$ cat src/shared/trig_ctrl_pkg.sv
// constants, register map and types of the analyzer trigger control
// assumes one 25 MHz sampling clock and an APB register port
`default_nettype none
package trig_ctrl_pkg;
  localparam int PROBE_W = 16;
  localparam int DEPTH = 64;
  localparam int PTR_W = 6;
  localparam int LEVELS = 10;
  localparam int ADDR_W = 12;
  localparam int CFG_W = 15;

  // percent of the buffer held before the trigger
  localparam int PCT_PRE = 12;
  localparam int PCT_CENTER = 50;
  localparam int PCT_POST = 88;
  localparam logic [PTR_W-1:0] PRE_CNT_PRE = PTR_W'(DEPTH * PCT_PRE / 100);
  localparam logic [PTR_W-1:0] PRE_CNT_CENTER =
    PTR_W'(DEPTH * PCT_CENTER / 100);
  localparam logic [PTR_W-1:0] PRE_CNT_POST = PTR_W'(DEPTH * PCT_POST / 100);

  // register byte offsets
  localparam logic [ADDR_W-1:0] CTRL_OFS = 12'h000;
  localparam logic [ADDR_W-1:0] CFG_OFS = 12'h004;
  localparam logic [ADDR_W-1:0] STATUS_OFS = 12'h008;
  localparam logic [ADDR_W-1:0] TRIG_EN_OFS = 12'h00c;
  localparam logic [ADDR_W-1:0] SET_RT_OFS = 12'h010;
  localparam logic [ADDR_W-1:0] SET_PU_OFS = 12'h014;
  localparam logic [ADDR_W-1:0] RD_ADDR_OFS = 12'h018;
  localparam logic [ADDR_W-1:0] RD_DATA_OFS = 12'h01c;
  localparam logic [3:0] LEVEL_PAGE = 4'h1;

  // field positions
  localparam int CTRL_RUN_BIT = 0;
  localparam int CTRL_STOP_BIT = 1;
  localparam int CFG_TIN_EN_BIT = 8;
  localparam int CFG_TOUT_EN_BIT = 9;
  localparam int CFG_PU_EN_BIT = 10;
  localparam int SET_POS_LSB = 10;
  localparam int SET_PAT_LSB = 12;
  localparam int SET_OUT_LVL_BIT = 14;

  // reset values
  localparam logic [3:0] NLEV_RST = 4'h1;
  localparam logic [PROBE_W-1:0] TRIG_EN_RST = 16'hffff;
  localparam logic [CFG_W-1:0] SET_CFG_RST = 15'h03ff;
  localparam logic PU_EN_RST = 1'b1;

  typedef enum logic [1:0] {
    POS_PRE = 2'h0, POS_CENTER = 2'h1, POS_POST = 2'h2, POS_CONT = 2'h3
  } pos_t;

  typedef enum logic [1:0] {
    PAT_HIGH = 2'h0, PAT_LOW = 2'h1, PAT_RISE = 2'h2, PAT_FALL = 2'h3
  } pat_t;

  // gray order along idle -> pre -> post -> done
  typedef enum logic [1:0] {
    ST_IDLE = 2'h0, ST_PRE = 2'h1, ST_POST = 2'h3, ST_DONE = 2'h2
  } state_t;
endpackage
`default_nettype wire

$ cat src/rtl/trig_ctrl.sv
// analyzer trigger control: level sequencer, circular capture, ext triggers
// assumes PROBE is on SYS_CLK; TRIG_IN may come from any other domain
`timescale 1ns/1ps
`default_nettype none
module trig_ctrl
(
  input wire logic SYS_CLK,
  input wire logic NRST,
  input wire logic PSEL,
  input wire logic PENABLE,
  input wire logic PWRITE,
  input wire logic [trig_ctrl_pkg::ADDR_W-1:0] PADDR,
  input wire logic [31:0] PWDATA,
  output logic [31:0] PRDATA,
  output logic PREADY,
  output logic PSLVERR,
  input wire logic [trig_ctrl_pkg::PROBE_W-1:0] PROBE,
  input wire logic TRIG_IN,
  output logic TRIG_OUT
);

  // ------------------------------------------------------------
  // state
  // ------------------------------------------------------------
  typedef struct packed {
    trig_ctrl_pkg::state_t state;
    logic set_sel;
    logic [3:0] lvl;
    logic trig_seen;
    logic [trig_ctrl_pkg::PTR_W-1:0] wptr;
    logic [trig_ctrl_pkg::PTR_W-1:0] post_left;
    logic [trig_ctrl_pkg::PTR_W-1:0] trig_addr;
    logic [trig_ctrl_pkg::PTR_W-1:0] rd_addr;
    logic [3:0] nlev;
    logic tin_en;
    logic tout_en;
    logic pu_en;
    logic boot;
    logic [trig_ctrl_pkg::PROBE_W-1:0] trig_en;
    logic [1:0][trig_ctrl_pkg::CFG_W-1:0] set_cfg;
    logic [1:0][trig_ctrl_pkg::LEVELS-1:0][trig_ctrl_pkg::PROBE_W-1:0] mask;
    logic [1:0][trig_ctrl_pkg::LEVELS-1:0][trig_ctrl_pkg::PROBE_W-1:0] value;
    logic [2:0] tin_sync;
    logic tout;
    logic [31:0] prdata;
    logic pslverr;
  } st_t;

  st_t st_r;
  st_t st_nxt;
  logic [trig_ctrl_pkg::PROBE_W-1:0] mem [trig_ctrl_pkg::DEPTH];
  logic [trig_ctrl_pkg::PROBE_W-1:0] mem_q;
  logic capture;

  // ------------------------------------------------------------
  // helpers
  // ------------------------------------------------------------
  function automatic logic [trig_ctrl_pkg::PTR_W-1:0] pre_count
  (
    input logic [1:0] pos
  );
    case (pos)
      trig_ctrl_pkg::POS_PRE: pre_count = trig_ctrl_pkg::PRE_CNT_PRE;
      trig_ctrl_pkg::POS_CENTER: pre_count = trig_ctrl_pkg::PRE_CNT_CENTER;
      trig_ctrl_pkg::POS_POST: pre_count = trig_ctrl_pkg::PRE_CNT_POST;
      default: pre_count = '0;
    endcase
  endfunction

  // a level matches when every enabled, masked probe bit equals its value
  function automatic logic level_hit
  (
    input logic lvl_en,
    input logic [trig_ctrl_pkg::PROBE_W-1:0] probe,
    input logic [trig_ctrl_pkg::PROBE_W-1:0] msk,
    input logic [trig_ctrl_pkg::PROBE_W-1:0] val,
    input logic [trig_ctrl_pkg::PROBE_W-1:0] ten
  );
    level_hit = !lvl_en || (((probe ^ val) & msk & ten) == '0);
  endfunction

  // decodes a level page address; out-of-range levels are unmapped
  function automatic logic level_addr_ok
  (
    input logic [trig_ctrl_pkg::ADDR_W-1:0] a
  );
    level_addr_ok = (a[11:8] == trig_ctrl_pkg::LEVEL_PAGE) &&
      (a[6:3] < 4'(trig_ctrl_pkg::LEVELS)) && (a[1:0] == 2'h0);
  endfunction

  // ------------------------------------------------------------
  // capture memory
  // ------------------------------------------------------------
  // no reset on the array so it maps to block ram
  always_ff @(posedge SYS_CLK)
  begin
    if (capture)
    begin
      mem[st_r.wptr] <= PROBE;
    end
  end

  assign mem_q = mem[st_r.rd_addr];

  // ------------------------------------------------------------
  // next state
  // ------------------------------------------------------------
  always_comb
  begin
    logic [trig_ctrl_pkg::CFG_W-1:0] cfg;
    logic [1:0] pos;
    logic [1:0] pat;
    logic tin_evt;
    logic hit;
    logic seq_trig;
    logic fire;
    logic wr;
    logic rd;
    logic start;
    logic stop;
    logic s;
    logic [3:0] l;
    cfg = '0;
    pos = '0;
    pat = '0;
    tin_evt = 1'b0;
    hit = 1'b0;
    seq_trig = 1'b0;
    fire = 1'b0;
    wr = 1'b0;
    rd = 1'b0;
    start = 1'b0;
    stop = 1'b0;
    s = 1'b0;
    l = '0;
    st_nxt = st_r;
    capture = 1'b0;

    // two-stage synchroniser, third stage only for edge finding
    st_nxt.tin_sync = {st_r.tin_sync[1:0], TRIG_IN};

    // register port
    wr = PSEL && PENABLE && PWRITE;
    rd = PSEL && !PENABLE;
    if (rd)
    begin
      st_nxt.prdata = '0;
      st_nxt.pslverr = 1'b0;
      s = PADDR[7];
      l = PADDR[6:3];
      case (PADDR)
        trig_ctrl_pkg::CTRL_OFS: ;
        trig_ctrl_pkg::CFG_OFS:
          st_nxt.prdata = {21'h0, st_r.pu_en, st_r.tout_en, st_r.tin_en,
            4'h0, st_r.nlev};
        trig_ctrl_pkg::STATUS_OFS:
          st_nxt.prdata = {8'h0, 2'h0, st_r.wptr, 2'h0, st_r.trig_addr,
            st_r.set_sel, st_r.trig_seen, st_r.lvl, st_r.state};
        trig_ctrl_pkg::TRIG_EN_OFS:
          st_nxt.prdata = {16'h0, st_r.trig_en};
        trig_ctrl_pkg::SET_RT_OFS:
          st_nxt.prdata = {17'h0, st_r.set_cfg[0]};
        trig_ctrl_pkg::SET_PU_OFS:
          st_nxt.prdata = {17'h0, st_r.set_cfg[1]};
        trig_ctrl_pkg::RD_ADDR_OFS:
          st_nxt.prdata = {26'h0, st_r.rd_addr};
        trig_ctrl_pkg::RD_DATA_OFS:
          st_nxt.prdata = {16'h0, mem_q};
        default:
        begin
          if (level_addr_ok(PADDR))
          begin
            st_nxt.prdata = {16'h0, PADDR[2] ? st_r.value[s][l] :
              st_r.mask[s][l]};
          end
          else
          begin
            st_nxt.pslverr = 1'b1;
          end
        end
      endcase
    end
    if (wr && !st_r.pslverr)
    begin
      s = PADDR[7];
      l = PADDR[6:3];
      case (PADDR)
        trig_ctrl_pkg::CTRL_OFS:
        begin
          start = PWDATA[trig_ctrl_pkg::CTRL_RUN_BIT];
          stop = PWDATA[trig_ctrl_pkg::CTRL_STOP_BIT];
        end
        trig_ctrl_pkg::CFG_OFS:
        begin
          // one count for both sets, clamped to 1..10
          if (PWDATA[3:0] == 4'h0)
            st_nxt.nlev = 4'h1;
          else if (PWDATA[3:0] > 4'(trig_ctrl_pkg::LEVELS))
            st_nxt.nlev = 4'(trig_ctrl_pkg::LEVELS);
          else
            st_nxt.nlev = PWDATA[3:0];
          st_nxt.tin_en = PWDATA[trig_ctrl_pkg::CFG_TIN_EN_BIT];
          st_nxt.tout_en = PWDATA[trig_ctrl_pkg::CFG_TOUT_EN_BIT];
          st_nxt.pu_en = PWDATA[trig_ctrl_pkg::CFG_PU_EN_BIT];
        end
        trig_ctrl_pkg::TRIG_EN_OFS:
          st_nxt.trig_en = PWDATA[trig_ctrl_pkg::PROBE_W-1:0];
        trig_ctrl_pkg::SET_RT_OFS:
          st_nxt.set_cfg[0] = PWDATA[trig_ctrl_pkg::CFG_W-1:0];
        trig_ctrl_pkg::SET_PU_OFS:
          st_nxt.set_cfg[1] = PWDATA[trig_ctrl_pkg::CFG_W-1:0];
        trig_ctrl_pkg::RD_ADDR_OFS:
          st_nxt.rd_addr = PWDATA[trig_ctrl_pkg::PTR_W-1:0];
        trig_ctrl_pkg::RD_DATA_OFS: ;
        default:
        begin
          if (level_addr_ok(PADDR))
          begin
            if (PADDR[2])
              st_nxt.value[s][l] = PWDATA[trig_ctrl_pkg::PROBE_W-1:0];
            else
              st_nxt.mask[s][l] = PWDATA[trig_ctrl_pkg::PROBE_W-1:0];
          end
        end
      endcase
    end

    // active set; the power-up set shares input source and output target
    cfg = st_r.set_cfg[st_r.set_sel];
    pos = cfg[trig_ctrl_pkg::SET_POS_LSB +: 2];
    pat = cfg[trig_ctrl_pkg::SET_PAT_LSB +: 2];

    case (pat)
      trig_ctrl_pkg::PAT_HIGH: tin_evt = st_r.tin_sync[1];
      trig_ctrl_pkg::PAT_LOW: tin_evt = !st_r.tin_sync[1];
      trig_ctrl_pkg::PAT_RISE: tin_evt = st_r.tin_sync[1] && !st_r.tin_sync[2];
      default: tin_evt = !st_r.tin_sync[1] && st_r.tin_sync[2];
    endcase

    hit = level_hit(cfg[st_r.lvl], PROBE, st_r.mask[st_r.set_sel][st_r.lvl],
      st_r.value[st_r.set_sel][st_r.lvl], st_r.trig_en);
    // at or past the last level, so a shrunk count cannot run lvl off the end
    seq_trig = hit && (st_r.lvl >= st_r.nlev - 4'h1);
    fire = seq_trig || (st_r.tin_en && tin_evt);

    // ------------------------------------------------------------
    // acquisition sequence
    // ------------------------------------------------------------
    st_nxt.boot = 1'b0;
    case (st_r.state)
      trig_ctrl_pkg::ST_IDLE, trig_ctrl_pkg::ST_DONE:
      begin
        // the power-up set arms itself once, right after reset
        if ((st_r.boot && st_r.pu_en) || start)
        begin
          st_nxt.state = trig_ctrl_pkg::ST_PRE;
          st_nxt.set_sel = st_r.boot && st_r.pu_en;
          st_nxt.lvl = '0;
          st_nxt.trig_seen = 1'b0;
          st_nxt.wptr = '0;
        end
      end
      trig_ctrl_pkg::ST_PRE:
      begin
        capture = 1'b1;
        st_nxt.wptr = st_r.wptr + 1'b1;
        if (stop)
        begin
          st_nxt.state = trig_ctrl_pkg::ST_DONE;
        end
        else if (pos == trig_ctrl_pkg::POS_CONT)
        begin
          // trigger noted but capture runs on until stopped
          if (fire && !st_r.trig_seen)
          begin
            st_nxt.trig_seen = 1'b1;
            st_nxt.trig_addr = st_r.wptr;
          end
        end
        else if (fire)
        begin
          st_nxt.trig_seen = 1'b1;
          st_nxt.trig_addr = st_r.wptr;
          st_nxt.post_left = trig_ctrl_pkg::PTR_W'(trig_ctrl_pkg::DEPTH - 1)
            - pre_count(pos);
          st_nxt.state = trig_ctrl_pkg::ST_POST;
        end
        else if (hit)
        begin
          st_nxt.lvl = st_r.lvl + 4'h1;
        end
      end
      trig_ctrl_pkg::ST_POST:
      begin
        capture = 1'b1;
        st_nxt.wptr = st_r.wptr + 1'b1;
        st_nxt.post_left = st_r.post_left - 1'b1;
        if (stop || (st_r.post_left == '0))
        begin
          st_nxt.state = trig_ctrl_pkg::ST_DONE;
        end
      end
      default: st_nxt.state = trig_ctrl_pkg::ST_IDLE;
    endcase

    // trigger output shows the trigger event in the selected level
    st_nxt.tout = st_r.tout_en && ((st_nxt.trig_seen &&
      (st_nxt.state != trig_ctrl_pkg::ST_IDLE)) ^
      cfg[trig_ctrl_pkg::SET_OUT_LVL_BIT]);
    if (!st_r.tout_en)
      st_nxt.tout = 1'b0;
  end

  // ------------------------------------------------------------
  // state register
  // ------------------------------------------------------------
  always_ff @(posedge SYS_CLK or negedge NRST)
  begin
    if (!NRST)
    begin
      st_r <= '0;
      st_r.state <= trig_ctrl_pkg::ST_IDLE;
      st_r.nlev <= trig_ctrl_pkg::NLEV_RST;
      st_r.pu_en <= trig_ctrl_pkg::PU_EN_RST;
      st_r.boot <= 1'b1;
      st_r.trig_en <= trig_ctrl_pkg::TRIG_EN_RST;
      st_r.set_cfg[0] <= trig_ctrl_pkg::SET_CFG_RST;
      st_r.set_cfg[1] <= trig_ctrl_pkg::SET_CFG_RST;
    end
    else
    begin
      st_r <= st_nxt;
    end
  end

  // ------------------------------------------------------------
  // outputs
  // ------------------------------------------------------------
  // zero wait states: read data is caught in the setup cycle
  assign PREADY = 1'b1;
  assign PRDATA = st_r.prdata;
  assign PSLVERR = st_r.pslverr && PSEL && PENABLE;
  assign TRIG_OUT = st_r.tout;

endmodule
`default_nettype wire

$ cat config.mk
export PLATFORM = sky130hd
export DESIGN_NAME = trig_ctrl
export DESIGN_NICKNAME = d
export VERILOG_FILES = /design/src/shared/trig_ctrl_pkg.sv /design/src/rtl/trig_ctrl.sv
export SDC_FILE = /design/constraint.sdc
export NUM_CORES = 2
export LEC_CHECK = 0
export ABC_AREA = 1
export BUFFER_PORTS_ARGS = -buffer_cell sky130_fd_sc_hd__buf_2
export CAP_MARGIN = 20
export CORE_MARGIN = 2
export CORE_UTILIZATION = 40
export CTS_CLUSTER_SIZE = 40
export DETAILED_ROUTE_END_ITERATION = 10
export SLEW_MARGIN = 20
export SYNTH_ARGS = -nofsm -noshare
export SYNTH_HDL_FRONTEND = slang
export SYNTH_SLANG_ARGS = --single-unit
$ cat constraint.sdc
create_clock -name SYS_CLK -period 3.65 [get_ports SYS_CLK]
set_input_delay 1.095 -clock SYS_CLK [delete_from_list [all_inputs] [get_ports SYS_CLK]]
set_output_delay 1.095 -clock SYS_CLK [all_outputs]
set_load 0.02 [all_outputs]
# Word level (Yosys, flattened, before mapping)
# Memories as Yosys holds them, arrays and structs flattened.
# Index checks and enable logic that the tools add are counted.
[classes]
n_addsub = 5
n_lt_le_gt_ge = 9
n_eq_ne = 23
muxes = 68
n_bitwise = 7
n_reduce_logical = 55
[op_table]
columns = ["cell", "count"]
rows = [
  ["2-to-1 mux 160 bit", 9],
  ["bitwise mux 320 bit", 2],
  ["binary-select mux 16 bit (select 4 bit)", 4],
  ["case mux 32 bit (8 select lines)", 1],
  ["demux 160 bit (select 1 bit)", 1],
  ["2-to-1 mux 16 bit", 7],
  ["demux 16 bit (select 4 bit)", 1],
  ["== test 12 x 5 -> 1 bit, second input constant", 4],
  ["2-to-1 mux 6 bit", 7],
  ["AND 16 bit", 2],
  ["2-to-1 mux 15 bit", 2],
  ["== test 12 x 4 -> 1 bit, second input constant", 2],
  ["2-to-1 mux 12 bit", 2],
  ["case mux 6 bit (2 select lines)", 2],
  ["2-to-1 mux 4 bit", 5],
  ["logical AND 1 bit", 18],
  ["case mux 6 bit (3 select lines)", 1],
  ["zero test 16 bit", 1],
  ["AND reduction 4 bit", 4],
  ["bitwise XOR 16 bit", 1],
  ["2-to-1 mux 1 bit", 14],
  ["2-to-1 mux 14 bit", 1],
  ["== test 12 x 3 -> 1 bit, second input constant", 1],
  ["zero test 12 bit", 1],
  ["other kinds (36)", 74],
]
[word_totals]
register_bits = 763
mem_bits_rw = 1024
input_bits = 66
output_inout_bits = 35
elab_cells = 228
mem_count = 1
[mem_list]
columns = ["memory", "words", "width", "rd", "rd_clocked_by_memory_dff", "write_ports", "line_no", "source"]
rows = [
  ["mem", 64, 16, 1, 0, 1, "trig_ctrl.sv:51", "logic [trig_ctrl_pkg::PROBE_W-1:0] mem [trig_ctrl_pkg::DEPTH];"],
]

# Logic depth before layout (Yosys ltp)
[depth]
word_depth = 20
ltp_mapped = 26
mapped_depth_nobuf = 24

# Worst setup path after synthesis
# OpenSTA, ideal clock, no wires.
[synth_timing]
path_type = "input to register"
startpoint = "input port PADDR[3] (netlist name)"
endpoint = "register st_r (netlist bit PRDATA[5])"
setup_time_ps = 119
t_arrival_ps = 2889
required_time_ps = 3531
path_slack_ps = 642
path_stages = 15
path_buffers = 3
cell_sequence = "inv_1 > nor2_1 > inv_1 > clkbuf_1 > buf_1 > buf_1 > a21oi_1 > o21ai_0 > nand2_1 > a21oi_1 > nand3_1 > nand3_1 > nand2_1 > o22ai_1 > inv_1"
[synth_via]
elab_chain_len = 5
elab_cells_between_ends = 18
cone_classes = "order compare: 1; eq/ne: 7; mux: 7; reduce/logical: 3"
[synth_lines]
columns = ["element", "line_no", "source"]
rows = [
  ["start, declared", "trig_ctrl.sv:12", "input wire logic [trig_ctrl_pkg::ADDR_W-1:0] PADDR,"],
  ["binary-select mux 16 bit (select 4 bit), or another cell as far along", "trig_ctrl.sv:174", "st_r.mask[s][l]};"],
  ["2-to-1 mux 16 bit (not written as such), or another cell as far along", "trig_ctrl.sv:174", ""],
  ["2-to-1 mux 16 bit / logical AND 1 bit (equally long branches)", "trig_ctrl.sv:173, trig_ctrl.sv:88", ""],
  ["2-to-1 mux 16 bit", "trig_ctrl.sv:171", "if (level_addr_ok(PADDR))"],
  ["case mux 32 bit (8 select lines) (*)", "trig_ctrl.sv:151", "case (PADDR)"],
  ["end signal, assigned", "trig_ctrl.sv:332", "st_r <= st_nxt;"],
  ["end, declared", "trig_ctrl.sv:49", "st_t st_r;"],
]
# Every way passes the cells marked *; elsewhere a longest branch is shown, timed or not. The select of a mux whose other input is x is not followed.
# A chain may end at the register's enable or synchronous reset.

==> flow_summary.rst <==
.. list-table::
   :header-rows: 1

   * - Metric
     - Value
   * - Run status
     - finished, final reports clean
   * - Routed wire per std cell
     - 24.5 um
   * - Proportion of synthesized chip area in sequential cells
     - 0.613
   * - Max Clock Skew
     - between 20 and 30 ps
   * - # setup viols final
     - 0
   * - Via density per instance
     - 5.80
   * - Pin count of the biggest net entering global routing
     - roughly 130
   * - Post-synthesis sequential element count
     - 1777
   * - Number of buffers added on ports
     - 73
   * - Unrepaired setup endpoints after global routing
     - yes
   * - Startpoint class of the critical path
     - flip-flop
   * - Routability Congestion
     - about 0.91
   * - DIE HEIGHT
     - approximately 450 um
   * - Setup total negative slack
     - 0 ps
   * - Synth unique cells
     - 55
   * - Headroom to the max-slew limit
     - 0.345
   * - Clock tree from TritonCTS
     - done
   * - Starting utilization of the core area
     - 0.401
   * - Worst Hold Margin
     - 208 ps
   * - Top cells by area in the synthesized netlist
     - sky130_fd_sc_hd__edfxtp_1, sky130_fd_sc_hd__dfrtp_1, sky130_fd_sc_hd__o21ai_0
   * - Most frequently used flop master after synthesis
     - sky130_fd_sc_hd__edfxtp_1
   * - Std-Cell Rows
     - around 170
   * - Full die area
     - 206000 um^2
   * - Detailed-routing iteration count for the pre-antenna-repair pass
     - 7
   * - Number of buffers on the longest clock path
     - 3
   * - Area growth from synthesis to layout
     - 15.9%
   * - Worst-skew pair later-pin latency
     - between 800 and 900 ps
   * - Startpoint of the worst-slack reg-to-reg timing path
     - st_r[760]
   * - Post-route ant nets
     - 0
   * - Kind of end point of the critical path
     - flip-flop
   * - Critical path peak fanout
     - 23
   * - Worst setup path startpoint
     - st_r[760]
   * - Critical path type
     - reg2reg
   * - Critical register-to-register path endpoint
     - TRIG_OUT
   * - Pin slew with the least headroom to its limit
     - 983 ps
   * - Final routed DRC violation total
     - 0
   * - Count of fill cells added during filler insertion
     - 18700
   * - Min Tclk post-route
     - 3520 ps
   * - Async set-or-reset flop fraction in the synthesized netlist
     - 0.424
   * - Number of cells produced by synthesis
     - ~8600
   * - Synth area leader
     - sky130_fd_sc_hd__edfxtp_1
   * - Total CTS buffers
     - 181
   * - Boundary pin count
     - 101
   * - Mapped Avg Cell Area
     - 9.45 um^2
   * - Upper clock frequency limit
     - roughly 0.28 GHz
   * - Final period util
     - 0.965
   * - Final Hold Fails
     - 0
   * - Yosys top cell area share
     - 0.380
   * - Maximum vdd drop
     - 0.533 mV
   * - # nets final
     - 8773
   * - Slack of the critical path
     - 129 ps
   * - DPL Wire Length
     - roughly 170 mm
   * - Reg2Reg Depth
     - 24
   * - Cell Pwr Density
     - between 500 and 600 nW/um^2
   * - Routed wire length
     - 282 mm
   * - Overall fraction of global-route tracks in use
     - 0.268
   * - # Max-Cap Violations
     - 0
   * - First-pass GRT wire length
     - slightly above 400 mm
   * - Number of H-tree branching levels
     - 4
   * - Detailed-route via count
     - approximately 67000
   * - Clk sink count
     - 1777
   * - Final std cells w/o fill
     - between 10000 and 15000
   * - Die boundary width
     - between 400 and 500 um
   * - Type of the worst min-delay path
     - in2async
   * - Fraction of layout cells with a size suffix above 1
     - 0.118
   * - Number of design-rule violations left by the first detailed-router iteration
     - roughly 8900
   * - Clock-pin transition on the worst setup and hold timing paths
     - roughly 60 ps
   * - GRT Residual Overflow
     - 0
   * - Cells after DPL
     - 11200
   * - Setup slack of the most critical reg-to-reg path
     - about 130 ps
   * - Final Max Tran Viols
     - 0
   * - Core ar.
     - 202000 um^2
   * - Arr. time, crit path
     - 4280 ps
   * - Setup slack after placement
     - -189 ps
   * - Worst EP required
     - 4410 ps
   * - Clock Tree Root
     - sky130_fd_sc_hd__clkbuf_16
   * - Mapped Area
     - 81000 um^2
   * - Number of enable-type register cells in the synthesized netlist
     - 1024
   * - Via count of the first global-routing pass
     - 62300
   * - Yosys warnings
     - 0
   * - Antenna violations before repair
     - 9
   * - Total leakage power
     - roughly 36 nW
-- cell usage after synthesis, types with 2 or more instances --
master / count
sky130_fd_sc_hd__o31ai_1: 2
sky130_fd_sc_hd__nand2_1: 1616
sky130_fd_sc_hd__o311ai_0: 19
sky130_fd_sc_hd__buf_4: 49
sky130_fd_sc_hd__edfxtp_1: 1024
sky130_fd_sc_hd__a31oi_1: 31
sky130_fd_sc_hd__nand2_2: 4
sky130_fd_sc_hd__buf_1: 37
sky130_fd_sc_hd__a221o_1: 8
sky130_fd_sc_hd__o22ai_1: 81
sky130_fd_sc_hd__dfstp_2: 39
sky130_fd_sc_hd__o32ai_1: 6
sky130_fd_sc_hd__clkinv_1: 7
sky130_fd_sc_hd__o21ai_0: 1764
sky130_fd_sc_hd__inv_1: 408
sky130_fd_sc_hd__nand3_1: 309
sky130_fd_sc_hd__o21ai_1: 39
sky130_fd_sc_hd__a221oi_1: 26
sky130_fd_sc_hd__nor3_1: 32
sky130_fd_sc_hd__o211ai_1: 48
sky130_fd_sc_hd__conb_1: 2
sky130_fd_sc_hd__buf_2: 72
sky130_fd_sc_hd__xnor2_1: 2
sky130_fd_sc_hd__nand4_1: 17
sky130_fd_sc_hd__buf_6: 5
sky130_fd_sc_hd__a41oi_1: 22
sky130_fd_sc_hd__nor2_2: 3
sky130_fd_sc_hd__dfrtp_1: 714
sky130_fd_sc_hd__o41ai_1: 2
sky130_fd_sc_hd__ha_1: 12
sky130_fd_sc_hd__clkbuf_1: 548
sky130_fd_sc_hd__and3_1: 2
sky130_fd_sc_hd__a21oi_1: 393
sky130_fd_sc_hd__xor2_1: 4
sky130_fd_sc_hd__o2111ai_1: 30
sky130_fd_sc_hd__a31o_2: 2
sky130_fd_sc_hd__nor2_1: 952
sky130_fd_sc_hd__o221ai_1: 196
sky130_fd_sc_hd__nor4_1: 15
sky130_fd_sc_hd__inv_2: 6
-- cells by family after synthesis --
kind of cell,after synthesis,share of synthesized area
other,2,0.0000928
AOI/OAI and AO/OA,2676,0.184
DFF,1777,0.613
and+or+nand+nor,2957,0.144
adders and majority gates,12,0.00185
buffers and inverters,1133,0.0564
xor gates and xnor gates,6,0.000649
-- worst max path at each step --
stage,depth (start not counted),endpoint,slack (ps)
2_1_floorplan,15,PRDATA[5],640
3_3_place_gp,12,PRDATA[9],-200
3_5_place_dp,13,PRDATA[11],-190
4_1_cts,22,st_r[739],6
5_1_grt,27,st_r[758],-50
6_report,24,TRIG_OUT,130
-- routing by layer --
| layer | track usage | vias up | part of all wire |
|---|---|---|---|
| met2 | 0.415 | 3451 | 0.45 |
| met3 | 0.0511 | 631 | 0.095 |
| met1 | 0.364 | 32700 | 0.40 |
| met4 | 0.125 | 2 | 0.051 |
| met5 | 0 | - | 0.000043 |
| li1 | - | 30100 | - |
-- area by class of cell --
cell class | instances | area, um^2 | area share
Clock buffer | 253 | 5060 | 0.0540
Sequential cell | 1777 | 49700 | 0.530
Tap cell | 2672 | 3340 | 0.0356
Clock inverter | 74 | 1120 | 0.0120
Inverter | 422 | 1650 | 0.0176
Antenna cell | 3 | 7.51 | 0.0000800
Timing Repair Buffer | 650 | 5950 | 0.0634
Multi-Input combinational cell | 5663 | 27000 | 0.288
-- sequential cells by signal (all words and copies together), names as in the netlist --
register  cells
PRDATA       22
st_r        728
mem        1024
TRIG_OUT      1
st_nxt        2
-- worst max-delay path, stage by stage (launching register included) --
cell	delay [ps]
sky130_fd_sc_hd__dfrtp_4	480
sky130_fd_sc_hd__buf_12	160
sky130_fd_sc_hd__buf_12	160
sky130_fd_sc_hd__buf_12	160
sky130_fd_sc_hd__buf_4	180
sky130_fd_sc_hd__a21oi_1	140
sky130_fd_sc_hd__o21ai_0	100
sky130_fd_sc_hd__a21oi_1	220
sky130_fd_sc_hd__o21ai_0	130
sky130_fd_sc_hd__nor2_2	370
sky130_fd_sc_hd__nand3_1	150
sky130_fd_sc_hd__nand2_1	100
sky130_fd_sc_hd__nor2_2	50
sky130_fd_sc_hd__nand2_2	80
sky130_fd_sc_hd__o21ai_4	70
sky130_fd_sc_hd__buf_12	130
sky130_fd_sc_hd__nand2_1	80
sky130_fd_sc_hd__nand2_2	90
sky130_fd_sc_hd__nand2_1	70
sky130_fd_sc_hd__nand2_1	50
sky130_fd_sc_hd__nand2_1	70
sky130_fd_sc_hd__nand3_1	90
sky130_fd_sc_hd__nand3_1	80
sky130_fd_sc_hd__nand2_1	50
sky130_fd_sc_hd__nor2_1	130
-- what timing repair did --
action,4_1_cts,5_1_grt
pin swaps,0,9
endpoints found under the setup margin,7,20
gates cloned,0,4
gates resized for setup,3,39
hold buffers,0,0
setup buffers,0,7
-- where the power goes --
group | switching, W | internal [W]
clock | 0.00811 | 0.0113
sequential | 0.000362 | 0.0222
combinational | 0.00801 | 0.00368
total | 0.0165 | 0.0372
-- placed cells by master (no fill, tap or decap), drive strengths merged, types with 4 or more instances in the layout --
cell type  Yosys  final
a21oi        393    393
a221o          8      8
a221oi        26     26
a31oi         31     31
a41oi         22     22
buf          163    645
bufinv         0     23
clkbuf       548    258
clkinv         8     53
clkinvlp       0      5
conb           2     12
dfrtp        714    714
dfstp         39     39
edfxtp      1024   1024
ha            12     12
inv          414    415
nand2       1621   1621
nand3        309    309
nand4         17     17
nor2         956    956
nor3          32     32
nor4          16     16
o2111ai       30     30
o211ai        48     48
o21ai       1804   1804
o221ai       196    196
o22ai         81     81
o311ai        19     19
o32ai          6      6
xor2           4      4
-- stage by stage --
| stage | cell area, um^2 | power, W | util |
|---|---|---|---|
| finish | 93800 | 0.0537 | 0.465 |
| global route | 93800 | 0.0556 | 0.465 |
| CTS | 93500 | 0.0533 | 0.463 |
| floorplan | 81000 | 0.0287 | - |
| global placement | 87300 | 0.0339 | 0.433 |
| detailed placement | 87300 | 0.0340 | 0.433 |
Power figures use the tool's default switching activity.
